===== config.mk =====
export PLATFORM = sky130hd
export DESIGN_NAME = one_wire_brightness_interface
export DESIGN_NICKNAME = d
export VERILOG_FILES = /design/src/brightness_pkg.sv /design/src/one_wire_brightness_interface.sv
export SDC_FILE = /design/constraint.sdc
export NUM_CORES = 1
export LEC_CHECK = 0
export BUFFER_PORTS_ARGS = -buffer_cell sky130_fd_sc_hd__buf_4
export CORE_ASPECT_RATIO = 2
export CORE_MARGIN = 4
export CORE_UTILIZATION = 40
export DETAILED_ROUTE_END_ITERATION = 6
export PLACE_DENSITY_LB_ADDON = 0.08
export SLEW_MARGIN = 20
export SYNTH_ARGS = -nofsm -noshare
export SYNTH_HDL_FRONTEND = slang
export SYNTH_SLANG_ARGS = --single-unit

===== constraint.sdc =====
create_clock -name i_clk -period 9 [get_ports i_clk]
set_input_delay 1.35 -clock i_clk [delete_from_list [all_inputs] [get_ports i_clk]]
set_output_delay 1.35 -clock i_clk [all_outputs]
set_load 0.03 [all_outputs]

===== src/brightness_pkg.sv =====
// brightness_pkg: constants, types and the level map for the one-wire brightness block
// assumes a 20 MHz system clock; all times are converted to cycles here
package brightness_pkg;

    // ------------------------------------------------------------
    // clock and timing
    // ------------------------------------------------------------
    localparam int CLK_PERIOD_NS = 50;
    localparam int CNT_W         = 17;

    localparam int T_MODE_DELAY_NS = 100000;
    localparam int T_MODE_LOW_NS   = 260000;
    localparam int T_MODE_WIN_NS   = 1000000;
    localparam int T_SHUTDOWN_NS   = 2500000;
    localparam int END_OF_STREAM_TIME_NS        = 2000;
    localparam int T_START_NS      = 2000;
    localparam int T_ACK_VALID_NS  = 4000;
    localparam int T_ACK_PULSE_NS  = 512000;

    // least times round up, longest times round down
    localparam logic [CNT_W-1:0] MODE_DELAY_CYC =
        CNT_W'((T_MODE_DELAY_NS + CLK_PERIOD_NS - 1) / CLK_PERIOD_NS);
    localparam logic [CNT_W-1:0] MODE_LOW_CYC_DEF =
        CNT_W'((T_MODE_LOW_NS + CLK_PERIOD_NS - 1) / CLK_PERIOD_NS);
    localparam logic [CNT_W-1:0] MODE_WIN_CYC_DEF = CNT_W'(T_MODE_WIN_NS / CLK_PERIOD_NS);
    localparam logic [CNT_W-1:0] SHUTDOWN_CYC_DEF =
        CNT_W'((T_SHUTDOWN_NS + CLK_PERIOD_NS - 1) / CLK_PERIOD_NS);
    localparam logic [CNT_W-1:0] EOS_CYC =
        CNT_W'((END_OF_STREAM_TIME_NS + CLK_PERIOD_NS - 1) / CLK_PERIOD_NS);
    localparam logic [CNT_W-1:0] START_CYC =
        CNT_W'((T_START_NS + CLK_PERIOD_NS - 1) / CLK_PERIOD_NS);
    localparam logic [CNT_W-1:0] ACK_VALID_CYC =
        CNT_W'((T_ACK_VALID_NS + CLK_PERIOD_NS - 1) / CLK_PERIOD_NS);
    localparam logic [CNT_W-1:0] ACK_WAIT_CYC = ACK_VALID_CYC - EOS_CYC;
    localparam logic [CNT_W-1:0] ACK_PULSE_CYC_DEF = CNT_W'(T_ACK_PULSE_NS / CLK_PERIOD_NS);

    // ------------------------------------------------------------
    // frame and level values
    // ------------------------------------------------------------
    localparam logic [7:0] DEV_ADDR_DEF  = 8'h5a;  // arbitrary value
    localparam logic [4:0] LEVEL_DEFAULT = 5'h1f;
    localparam logic [7:0] REF_FULL_MV   = 8'hc8;
    localparam int         FILT_SHIFT_DEF = 6;
    localparam logic [4:0] LVL_BRK1      = 5'h0c;
    localparam logic [4:0] LVL_BRK2      = 5'h17;
    localparam logic [7:0] LVL_FIRST_MV  = 8'h05;
    localparam logic [7:0] LVL_BRK1_MV   = 8'h26;
    localparam logic [7:0] LVL_BRK2_MV   = 8'h68;
    localparam logic [7:0] LVL_STEP1     = 8'h03;
    localparam logic [7:0] LVL_STEP2     = 8'h06;
    localparam logic [7:0] LVL_STEP3     = 8'h0c;

    // ------------------------------------------------------------
    // types
    // ------------------------------------------------------------
    typedef enum logic [9:0] {
        ST_OFF     = 10'h001,
        ST_DETECT  = 10'h002,
        ST_PWM     = 10'h004,
        ST_OW_IDLE = 10'h008,
        ST_OW_START = 10'h010,
        ST_OW_LOW  = 10'h020,
        ST_OW_HIGH = 10'h040,
        ST_OW_EOS  = 10'h080,
        ST_OW_ACKW = 10'h100,
        ST_OW_ACK  = 10'h200
    } state_t;

    typedef struct packed {
        logic       enabled;
        logic       one_wire;
        logic [4:0] level;
        logic [7:0] fb_ref_mv;
    } status_t;

    // pseudo-logarithmic code to millivolt map
    function automatic logic [7:0] level_to_mv(input logic [4:0] code);
        logic [7:0] c;
        c = {3'h0, code};
        if (code == 5'h00) begin
            return 8'h00;
        end else if (code <= LVL_BRK1) begin
            return LVL_FIRST_MV + (c - 8'h01) * LVL_STEP1;
        end else if (code <= LVL_BRK2) begin
            return LVL_BRK1_MV + (c - {3'h0, LVL_BRK1}) * LVL_STEP2;
        end else begin
            return LVL_BRK2_MV + (c - {3'h0, LVL_BRK2}) * LVL_STEP3;
        end
    endfunction

endpackage


===== src/one_wire_brightness_interface.sv =====
// one_wire_brightness_interface: mode detect, pwm reference chopping and one-wire decoding
// assumes i_ctrl is synchronous to i_clk; the pin wire is resolved outside from o_ctrl_oe
//
// How it works
// - pwm mode chops full reference, then filtered
// - accepted command picks one of 32 levels
// - enabling loads full-scale code 31
// - level held between commands, reset restores default
// - frame is address byte then data byte
// - data byte: ack flag, zero subaddress, code
// - codes map pseudo-logarithmically up to 200 mV
// - decoder works from 1.7 to 160 kbit/s
// - bits assembled most significant first
// - 2 us end-of-stream low closes each byte
// - bit value from twice-longer high or low
// - bit measured falling edge to falling edge
// - acknowledge only on request, match, 16 good bits
// - pull-down after delay, at most 512 us
// - one-wire entry by high-then-long-low pattern
// - low beyond 2.5 ms shuts device down
`timescale 1ns/10ps

module one_wire_brightness_interface
    import brightness_pkg::*;
#(
    parameter logic [7:0]       DEVICE_ADDRESS = DEV_ADDR_DEF,
    parameter logic [CNT_W-1:0] MODE_LOW_CYC   = MODE_LOW_CYC_DEF,
    parameter logic [CNT_W-1:0] MODE_WIN_CYC   = MODE_WIN_CYC_DEF,
    parameter logic [CNT_W-1:0] SHUTDOWN_CYC   = SHUTDOWN_CYC_DEF,
    parameter logic [CNT_W-1:0] ACK_PULSE_CYC  = ACK_PULSE_CYC_DEF,
    parameter int               FILT_SHIFT     = FILT_SHIFT_DEF
) (
    // clock and reset
    input  wire logic    i_clk,
    input  wire logic    i_rst_n,
    // control pin, open drain
    input  wire logic    i_ctrl,
    output logic         o_ctrl_out,
    output logic         o_ctrl_oe,
    // regulation side
    output logic         o_ref_gate,
    output status_t      o_status
);

    // ------------------------------------------------------------
    // pin edges and timers
    // ------------------------------------------------------------
    localparam int ACK_W = int'(ACK_WAIT_CYC);

    state_t             state_q, state_d;
    logic               ctrl_q;
    logic [CNT_W-1:0]   cnt_q, tmr_q, low_len_q;
    logic [15:0]        shift_q;
    logic [2:0]         bits_q;
    logic               byte_q, err_q, low_ok_q, gate_q;
    logic [4:0]         level_q;
    logic [15:0]        filt_q;
    logic [7:0]         fb_ref_q;

    function automatic logic [CNT_W-1:0] sat_inc(input logic [CNT_W-1:0] v);
        return (&v) ? v : v + CNT_W'(1);
    endfunction

    wire fall = ctrl_q & ~i_ctrl;
    wire rise = ~ctrl_q & i_ctrl;
    wire [CNT_W-1:0] high_len = sat_inc(cnt_q);
    wire bit_one  = {1'b0, high_len} >= {low_len_q, 1'b0};
    wire bit_zero = {1'b0, low_len_q} >= {high_len, 1'b0};
    wire ambiguous = ~bit_one & ~bit_zero;
    wire pwm_mode = (state_q == ST_DETECT) | (state_q == ST_PWM);
    wire enabling = (state_q == ST_OFF) & rise;
    // on the fall cycle cnt_q still holds the high time, so the previous sample must be low too
    wire shut = (state_q != ST_OFF) & ~ctrl_q & ~i_ctrl
              & (cnt_q >= SHUTDOWN_CYC - CNT_W'(1));
    wire commit = (state_q == ST_OW_EOS) & byte_q & ~i_ctrl
                & (cnt_q == EOS_CYC - CNT_W'(1));
    wire frame_ok = ~err_q & (shift_q[15:8] == DEVICE_ADDRESS)
                  & (shift_q[6:5] == 2'b00);
    wire ack_go = frame_ok & shift_q[7];
    wire eos_short = cnt_q < EOS_CYC - CNT_W'(1);
    wire start_short = cnt_q < START_CYC - CNT_W'(1);
    wire [15:0] target = pwm_mode & gate_q ? {REF_FULL_MV, 8'h00} : 16'h0000;
    wire [15:0] filt_up = filt_q + ((target - filt_q) >> FILT_SHIFT);
    wire [15:0] filt_dn = filt_q - ((filt_q - target) >> FILT_SHIFT);

    // ------------------------------------------------------------
    // mode and frame state machine
    // ------------------------------------------------------------
    always_comb begin
        state_d = state_q;
        case (state_q)
            ST_OFF: begin
                if (rise) begin
                    state_d = ST_DETECT;
                end
            end
            ST_DETECT: begin
                if (tmr_q >= MODE_WIN_CYC) begin
                    state_d = ST_PWM;
                end else if (~i_ctrl & low_ok_q & (cnt_q >= MODE_LOW_CYC)) begin
                    state_d = ST_OW_IDLE;
                end
            end
            ST_PWM: begin
                state_d = ST_PWM;
            end
            ST_OW_IDLE, ST_OW_START: begin
                if (fall) begin
                    state_d = ST_OW_LOW;
                end
            end
            ST_OW_LOW: begin
                if (rise) begin
                    state_d = ST_OW_HIGH;
                end
            end
            ST_OW_HIGH: begin
                if (fall) begin
                    state_d = (bits_q == 3'h7) ? ST_OW_EOS : ST_OW_LOW;
                end
            end
            ST_OW_EOS: begin
                if (rise) begin
                    state_d = byte_q ? ST_OW_IDLE : ST_OW_START;
                end else if (commit) begin
                    state_d = ack_go ? ST_OW_ACKW : ST_OW_IDLE;
                end
            end
            ST_OW_ACKW: begin
                if (tmr_q == ACK_WAIT_CYC - CNT_W'(1)) begin
                    state_d = ST_OW_ACK;
                end
            end
            ST_OW_ACK: begin
                if (tmr_q == ACK_PULSE_CYC - CNT_W'(1)) begin
                    state_d = ST_OW_IDLE;
                end
            end
            default: begin
                state_d = ST_OFF;
            end
        endcase
        if (shut) begin
            state_d = ST_OFF;
        end
    end

    // pulse widths are counted at the system clock rate
    always_ff @(posedge i_clk) begin
        if (!i_rst_n) begin
            state_q <= ST_OFF;
            ctrl_q  <= 1'b0;
            cnt_q   <= '0;
            tmr_q   <= '0;
        end else begin
            state_q <= state_d;
            ctrl_q  <= i_ctrl;
            cnt_q   <= (fall | rise) ? '0 : sat_inc(cnt_q);
            tmr_q   <= (state_d != state_q) ? '0 : sat_inc(tmr_q);
        end
    end

    // ------------------------------------------------------------
    // bit assembly
    // ------------------------------------------------------------
    always_ff @(posedge i_clk) begin
        if (!i_rst_n) begin
            low_len_q <= '0;
            shift_q   <= 16'h0000;
            bits_q    <= 3'h0;
            byte_q    <= 1'b0;
            err_q     <= 1'b0;
            low_ok_q  <= 1'b0;
        end else begin
            if (state_q == ST_DETECT && fall) begin
                low_ok_q <= tmr_q >= MODE_DELAY_CYC;
            end else if (rise) begin
                low_ok_q <= 1'b0;
            end
            if (state_q == ST_OW_LOW && rise) begin
                low_len_q <= high_len;
            end
            if (state_q == ST_OW_IDLE && fall) begin
                bits_q <= 3'h0;
                byte_q <= 1'b0;
                err_q  <= 1'b0;
            end else if (state_q == ST_OW_START && fall) begin
                bits_q <= 3'h0;
                byte_q <= 1'b1;
                err_q  <= err_q | start_short;
            end else if (state_q == ST_OW_HIGH && fall) begin
                shift_q <= {shift_q[14:0], bit_one};
                bits_q  <= bits_q + 3'h1;
                err_q   <= err_q | ambiguous;
            end else if (state_q == ST_OW_EOS && rise && !byte_q) begin
                err_q <= err_q | eos_short;
            end
        end
    end

    // ------------------------------------------------------------
    // level register and reference
    // ------------------------------------------------------------
    always_ff @(posedge i_clk) begin
        if (!i_rst_n) begin
            level_q <= LEVEL_DEFAULT;
        end else if (enabling) begin
            level_q <= LEVEL_DEFAULT;
        end else if (commit && frame_ok) begin
            level_q <= shift_q[4:0];
        end
    end

    always_ff @(posedge i_clk) begin
        if (!i_rst_n) begin
            gate_q   <= 1'b0;
            filt_q   <= 16'h0000;
            fb_ref_q <= 8'h00;
        end else begin
            gate_q <= pwm_mode & i_ctrl;
            filt_q <= (target >= filt_q) ? filt_up : filt_dn;
            if (state_q == ST_OFF) begin
                fb_ref_q <= 8'h00;
            end else if (pwm_mode) begin
                fb_ref_q <= filt_q[15:8];
            end else begin
                fb_ref_q <= level_to_mv(level_q);
            end
        end
    end

    assign o_ctrl_out         = 1'b0;
    assign o_ctrl_oe          = (state_q == ST_OW_ACK);
    assign o_ref_gate         = gate_q;
    assign o_status.enabled   = (state_q != ST_OFF);
    assign o_status.one_wire  = ~pwm_mode & (state_q != ST_OFF);
    assign o_status.level     = level_q;
    assign o_status.fb_ref_mv = fb_ref_q;
endmodule


==> results.yml, run 1 <==
run_status:
  status: "completed"
floorplan:
  die_x_um: 110.3
  fp.coreArea_um2: 20550
  start_util_pct: 40.75
  rows: 74
  ios: 21
  dieArea_um2: 23460
  die_h_um: 212.6
worst_hold_path:
  hp-class: "reg -> reg"
  min_path_cells: 2
  hold_start: "shift_q[15]$_SDFFE_PN0P_"
  holdPathEnd: "shift_q[15]$_SDFFE_PN0P_"
drt:
  drt-pass1-iter-count: 5
  wl_per_cell_um: 17.51
  via_per_inst: 5.620
  dr.first_iter.drc_count: 392
  vias: 7407
  drc_errors: 0
  drt_wl_total_um: 23080
  postRouteAntennaNets: 0
clocking:
  cts_resized: 0
  clk_path_buf_depth: 2
  post_cts_buffers: 0
  htree_levels: 4
  clock_latency_ns: 0.42
  root_buffer: "clkbuf_16"
  cts_hold_buf: 0
  cts_sinks: 114
  cts_tree: "yes"
  cts_buffers: 17
  clk_pin_slew_ns: 0.06
pwr:
  max-vdd-ir-drop_v: 0.0001169
  swShare_pct: 38.15
  p_per_area_nw_per_um2: 220.0
  clkPwrFrac_pct: 31.8
  p_int_uw: 1258
  power.leakage_uw: 0.003760
  p_switching_uw: 775.7
  fin_total_pwr_uw: 2033
  pwr-share-comb_pct: 37.9
  power.share.sequential_pct: 30.3
grt:
  grtUsageTotal_pct: 20.48
  grt_pass1_wl_um: 36940
  overflow: 0
  antenna_found_initial: 0
  grt_pass1_vias: 7409
  grt_max_degree: 47
critical_path:
  cp_max_fo: 14
  crit_path_start_kind: "flop"
  ff2ff_setup_slack_ns: 3.56
  required_ns: 9.28
  r2r_cells: 19
  reg2reg_from: "state_q[6]$_SDFF_PN0_"
  critPathArrivalTime_ns: 5.72
  end_kind: "flop"
  r2r_end: "filt_q[15]$_SDFF_PN0_"
  criticalPathCategory: "reg -> reg"
timing:
  max_clock_freq_mhz: 184.0
  layout_setup_ws_ns: 3.564
  fin_crit_sh_pct: 60.40
  tightest_slew_ns: 0.7903
  slew_viol_final: 0
  rsz0062_at_grt: "false"
  fin_skew_ns: 0.006520
  slew_headroom_pct: 46.76
  hold_viol: 0
  finalSetupViolCount: 0
  period_minus_slack_ns: 5.436
  setup_tns_ns: 0
final_layout:
  drive_gt1_share_pct: 8.175
  fin_nets: 1132
  area_growth_pct: 10.35
  stdcell_count: 1318
  diodes: 0
  layout_commonest_cell: "dfxtp_1"
  final_cell_mix: "114 x dfxtp_1, 105 x nand2_1, 96 x nor2_1"
placement:
  dp_hpwl_um: 17900
  portBuffers: 19
  dp_slack_ns: 3.651
  place_inst: 1287
  gp_congestion: 0.8498
yosys:
  synth.distinct_cells: 79
  synth_edf_count: 0
  synth_top_cell_by_area: "dfxtp_1"
  async_flop_share_pct: 0
  ys.flop_type: "dfxtp_1"
  synth_top_area_share_pct: 27.25
  yosys_warnings: 0
  synth_area_um2: 8376
  avgSynthCellArea_um2: 7.992
  syn_inst: 1048
  ys_top_cells_by_area: "dfxtp_1 27%, ha_1 13%, nand2_1 4.7%, xnor2_1 4.5%, a21oi_1 4.5%"
  synth-seq-area-share_pct: 27.25
  synth-seq-cells: 114
  synth_fp_nets: 1140
run:
  maxCapViolations: 0
kinds of logic after synthesis:
| kind of cell | after synthesis | share of synthesized area (%) |
|---|---|---|
| adder cells (fa/ha/maj) | 91 | 13.71 |
| buffers and inverters | 123 | 6.020 |
| other | 1 | 0.04477 |
| multiplexers | 9 | 1.076 |
| AND/OR/NAND/NOR | 395 | 24.99 |
| flip-flops | 114 | 27.25 |
| AO/OA/AOI/OAI | 237 | 18.58 |
| XOR/XNOR | 78 | 8.321 |
power by group through the flow:
stage	clock (uW)	sequential, uW	combinational [uW]
6_report	647	616	771
5_1_grt	685	621	865
4_1_cts	664	616	774
3_5_place_dp	0	627	770
3_3_place_gp	0	626	768
2_1_floorplan	0	590	616
synthesized netlist by cell type (25+ instances only):
cell type,number
nor3_1,25
ha_1,87
clkbuf_1,36
o21ai_0,38
xnor2_1,43
nand3_1,28
dfxtp_1,114
a21oi_1,75
nor2_1,96
inv_1,69
nand2_1,105
xor2_1,34
metrics by stage:
| stage | instance area (um2) | hold slack, ns | util, % |
|---|---|---|---|
| global route | 9243 | 0.4795 | 44.97 |
| global placement | 8675 | 0.4415 | 42.20 |
| finish | 9243 | 0.4558 | 44.97 |
| floorplan | 8376 | 0.4334 | - |
| CTS | 9239 | 0.4568 | 44.95 |
| detailed placement | 8675 | 0.4489 | 42.20 |
registers in the layout (all words and copies together), names as in the netlist, 3 cells and up:
| signal | cells |
|---|---|
| shift_q | 16 |
| low_len_q | 17 |
| filt_q | 16 |
| level_q | 5 |
| bits_q | 3 |
| tmr_q | 17 |
| fb_ref_q | 8 |
| cnt_q | 17 |
| state_q | 10 |
how the worst max path moves through the flow:
| stage | start | end | cells after the start |
|---|---|---|---|
| after floorplan | state_q[4]$_SDFF_PN0_ | filt_q[15]$_SDFF_PN0_ | 19 |
| after global placement | state_q[6]$_SDFF_PN0_ | filt_q[15]$_SDFF_PN0_ | 20 |
| after detailed placement | state_q[6]$_SDFF_PN0_ | filt_q[15]$_SDFF_PN0_ | 19 |
| after CTS | state_q[6]$_SDFF_PN0_ | filt_q[15]$_SDFF_PN0_ | 19 |
| after global routing | state_q[6]$_SDFF_PN0_ | filt_q[15]$_SDFF_PN0_ | 19 |
| final | state_q[6]$_SDFF_PN0_ | filt_q[15]$_SDFF_PN0_ | 19 |
worst max-delay path, stage by stage, from the launching register on:
cell and delay [ns]:
dfxtp_1 0.47, or4_4 0.63, nor4_2 0.25, buf_4 0.24
nand2_1 0.18, nor2_1 0.15, ha_1 0.24, inv_1 0.07
or4b_2 0.59, o21ai_0 0.15, o21ai_0 0.14, a21oi_1 0.19
xnor2_1 0.17, ha_1 0.30, a21oi_1 0.19, o21ai_0 0.21
or3b_2 0.51, o41a_1 0.34, nor3_1 0.20, nor3_2 0.07
layer usage:
layer  global-route usage [%]  vias to the layer above  routed length, um
li1                         -                     3721                  -
met1                    19.32                     3483               8280
met2                    39.79                      140              13240
met3                    3.646                       63                490
met4                    11.44                        0               1068
met5                        0                        -                  0
layout make-up:
type                            count  area [um2]
Clock buffer                       21       460.4
Timing Repair Buffer               26       195.2
Inverter                           70       262.8
Tap cell                          266       332.8
Sequential cell                   114        2282
Multi-Input combinational cell    811        5605
Clock inverter                     10       103.9
Fill cell                        2199       11310
Power figures use the tool's default switching activity.
==> inputs of run 2 (changes only) <==
clock period = 5.6 ns   (was 9 ns; I/O delays follow)
==> run 2 against run 1 <==
Non-clock buffer count increased by 12; die area is the same; clock power is 70% higher; combinational power is 70% higher; global-route usage rose by 0.85 points; first-iteration DRC count decreased by 13%; utilization grew 0.55 points; final cell count increased by 0.99%; final area is 1.2% higher; routed wire length rose by 1.2%; power up 66%; critical path depth shrank 1; critical endpoint unchanged.
==> results.yml, run 2 (same netlist as run 1, synthesis figures left out) <==
critical_path:
  critPathLaunch: "state_q[7]$_SDFF_PN0_"
  criticalPathCategory: "reg -> reg"
  reg2reg_from: "state_q[7]$_SDFF_PN0_"
  end_kind: "flop"
  required_ns: 5.90
  r2r_cells: 18
  critPathArrivalTime_ns: 5.48
  r2r_end: "filt_q[15]$_SDFF_PN0_"
  crit_path_start_kind: "flop"
  ff2ff_setup_slack_ns: 0.43
  cp_max_fo: 13
drt:
  via_per_inst: 5.627
  drt_wl_total_um: 23360
  drt-pass1-iter-count: 7
  vias: 7489
  dr.first_iter.drc_count: 343
  wl_per_cell_um: 17.55
  postRouteAntennaNets: 0
  drc_errors: 0
final_layout:
  drive_gt1_share_pct: 9.202
  largestRegisters: "cnt_q: 17 flops, low_len_q: 17 flops, tmr_q: 17 flops"
  final_cell_mix: "114 x dfxtp_1, 105 x nand2_1, 96 x nor2_1"
  fin_nets: 1144
  layout_commonest_cell: "dfxtp_1"
  diodes: 0
  area_growth_pct: 11.70
clocking:
  root_buffer: "clkbuf_16"
  cts_tree: "yes"
  cts_resized: 0
  cts_buffers: 17
  clk_path_buf_depth: 2
  clk_pin_slew_ns: 0.05
  cts_hold_buf: 0
  post_cts_buffers: 0
  cts_sinks: 114
  clock_latency_ns: 0.44
  htree_levels: 4
grt:
  grt_pass1_wl_um: 38540
  overflow: 0
  grt_pass1_vias: 7673
  grtUsageTotal_pct: 21.33
  antenna_found_initial: 0
  grt_max_degree: 46
worst_hold_path:
  min_path_cells: 2
  hold_start: "shift_q[15]$_SDFFE_PN0P_"
  holdPathEnd: "shift_q[15]$_SDFFE_PN0P_"
  hp-class: "reg -> reg"
pwr:
  max-vdd-ir-drop_v: 0.0001844
  p_per_area_nw_per_um2: 360.9
  power.leakage_uw: 0.003850
placement:
  dp_hpwl_um: 18090
  gp_congestion: 0.8559
  portBuffers: 19
floorplan:
  dieArea_um2: 23460
  die_x_um: 110.3
  rows: 74
  ios: 21
  die_h_um: 212.6
  start_util_pct: 40.75
  fp.coreArea_um2: 20550
timing:
  max_clock_freq_mhz: 193.3
  tightest_slew_ns: 0.7711
  slew_headroom_pct: 48.45
  fin_skew_ns: 0.009025
  whs_ns: 0.4617
  rsz0062_at_grt: "false"
  setup_tns_ns: 0
  finalSetupViolCount: 0
  hold_viol: 0
  period_minus_slack_ns: 5.172
  slew_viol_final: 0
  fin_crit_sh_pct: 92.36
run:
  maxCapViolations: 0
run_status:
  status: "completed"
run 2: how the worst max path moves through the flow:
| stage | endpoint | cells past startpoint |
|---|---|---|
| after detailed placement | filt_q[15]$_SDFF_PN0_ | 19 |
| after global routing | filt_q[15]$_SDFF_PN0_ | 18 |
| final | filt_q[15]$_SDFF_PN0_ | 18 |
| after global placement | filt_q[15]$_SDFF_PN0_ | 18 |
| after floorplan | filt_q[15]$_SDFF_PN0_ | 19 |
| after CTS | filt_q[15]$_SDFF_PN0_ | 18 |
run 2: power breakdown:
group	internal [uW]	total (uW)	switching, uW
Sequential	880	969	89.5
Combinational	535	1310	770
Clock	705	1100	397
run 2: layer usage:
| layer | GRT usage [%] | up-vias | part of all wire, % |
|---|---|---|---|
| met5 | 0 | - | 0 |
| met4 | 12.29 | 0 | 5.0 |
| met3 | 3.434 | 68 | 2.6 |
| met2 | 41.55 | 144 | 57 |
| met1 | 20.08 | 3522 | 35 |
| li1 | - | 3755 | - |
run 2: stage by stage:
step	instance area, um2	instances	worst slack, ns	total power, uW	utilization, %
detailed placement	8765	1299	0.5006	2293	42.64
floorplan	8376	1048	0.8229	1939	-
finish	9355	1331	0.4278	3376	45.51
global placement	8765	1299	0.5402	2294	42.64
CTS	9351	1331	0.4769	3413	45.50
global route	9355	1331	0.02489	3615	45.51
run 2: final cells by class:
| cell class | count | area, um2 |
|---|---|---|
| Fill cell | 2127 | 11200 |
| Multi-Input combinational cell | 811 | 5605 |
| Sequential cell | 114 | 2282 |
| Clock buffer | 21 | 450.4 |
| Tap cell | 266 | 332.8 |
| Timing Repair Buffer | 38 | 285.3 |
| Inverter | 70 | 262.8 |
| Clock inverter | 11 | 136.4 |
run 2: critical path, cell delays in order, from the launching register on:
cell	delay, ns
dfxtp_1	0.43
or4_4	0.60
nor4_2	0.31
nand2_1	0.23
nor2_1	0.14
ha_1	0.22
inv_1	0.06
or4b_2	0.60
o21ai_0	0.14
o21ai_0	0.14
a21oi_1	0.18
xnor2_1	0.15
ha_1	0.29
a21oi_1	0.20
o21ai_0	0.22
or3b_2	0.50
o41a_1	0.34
nor3_1	0.21
nor3_2	0.07
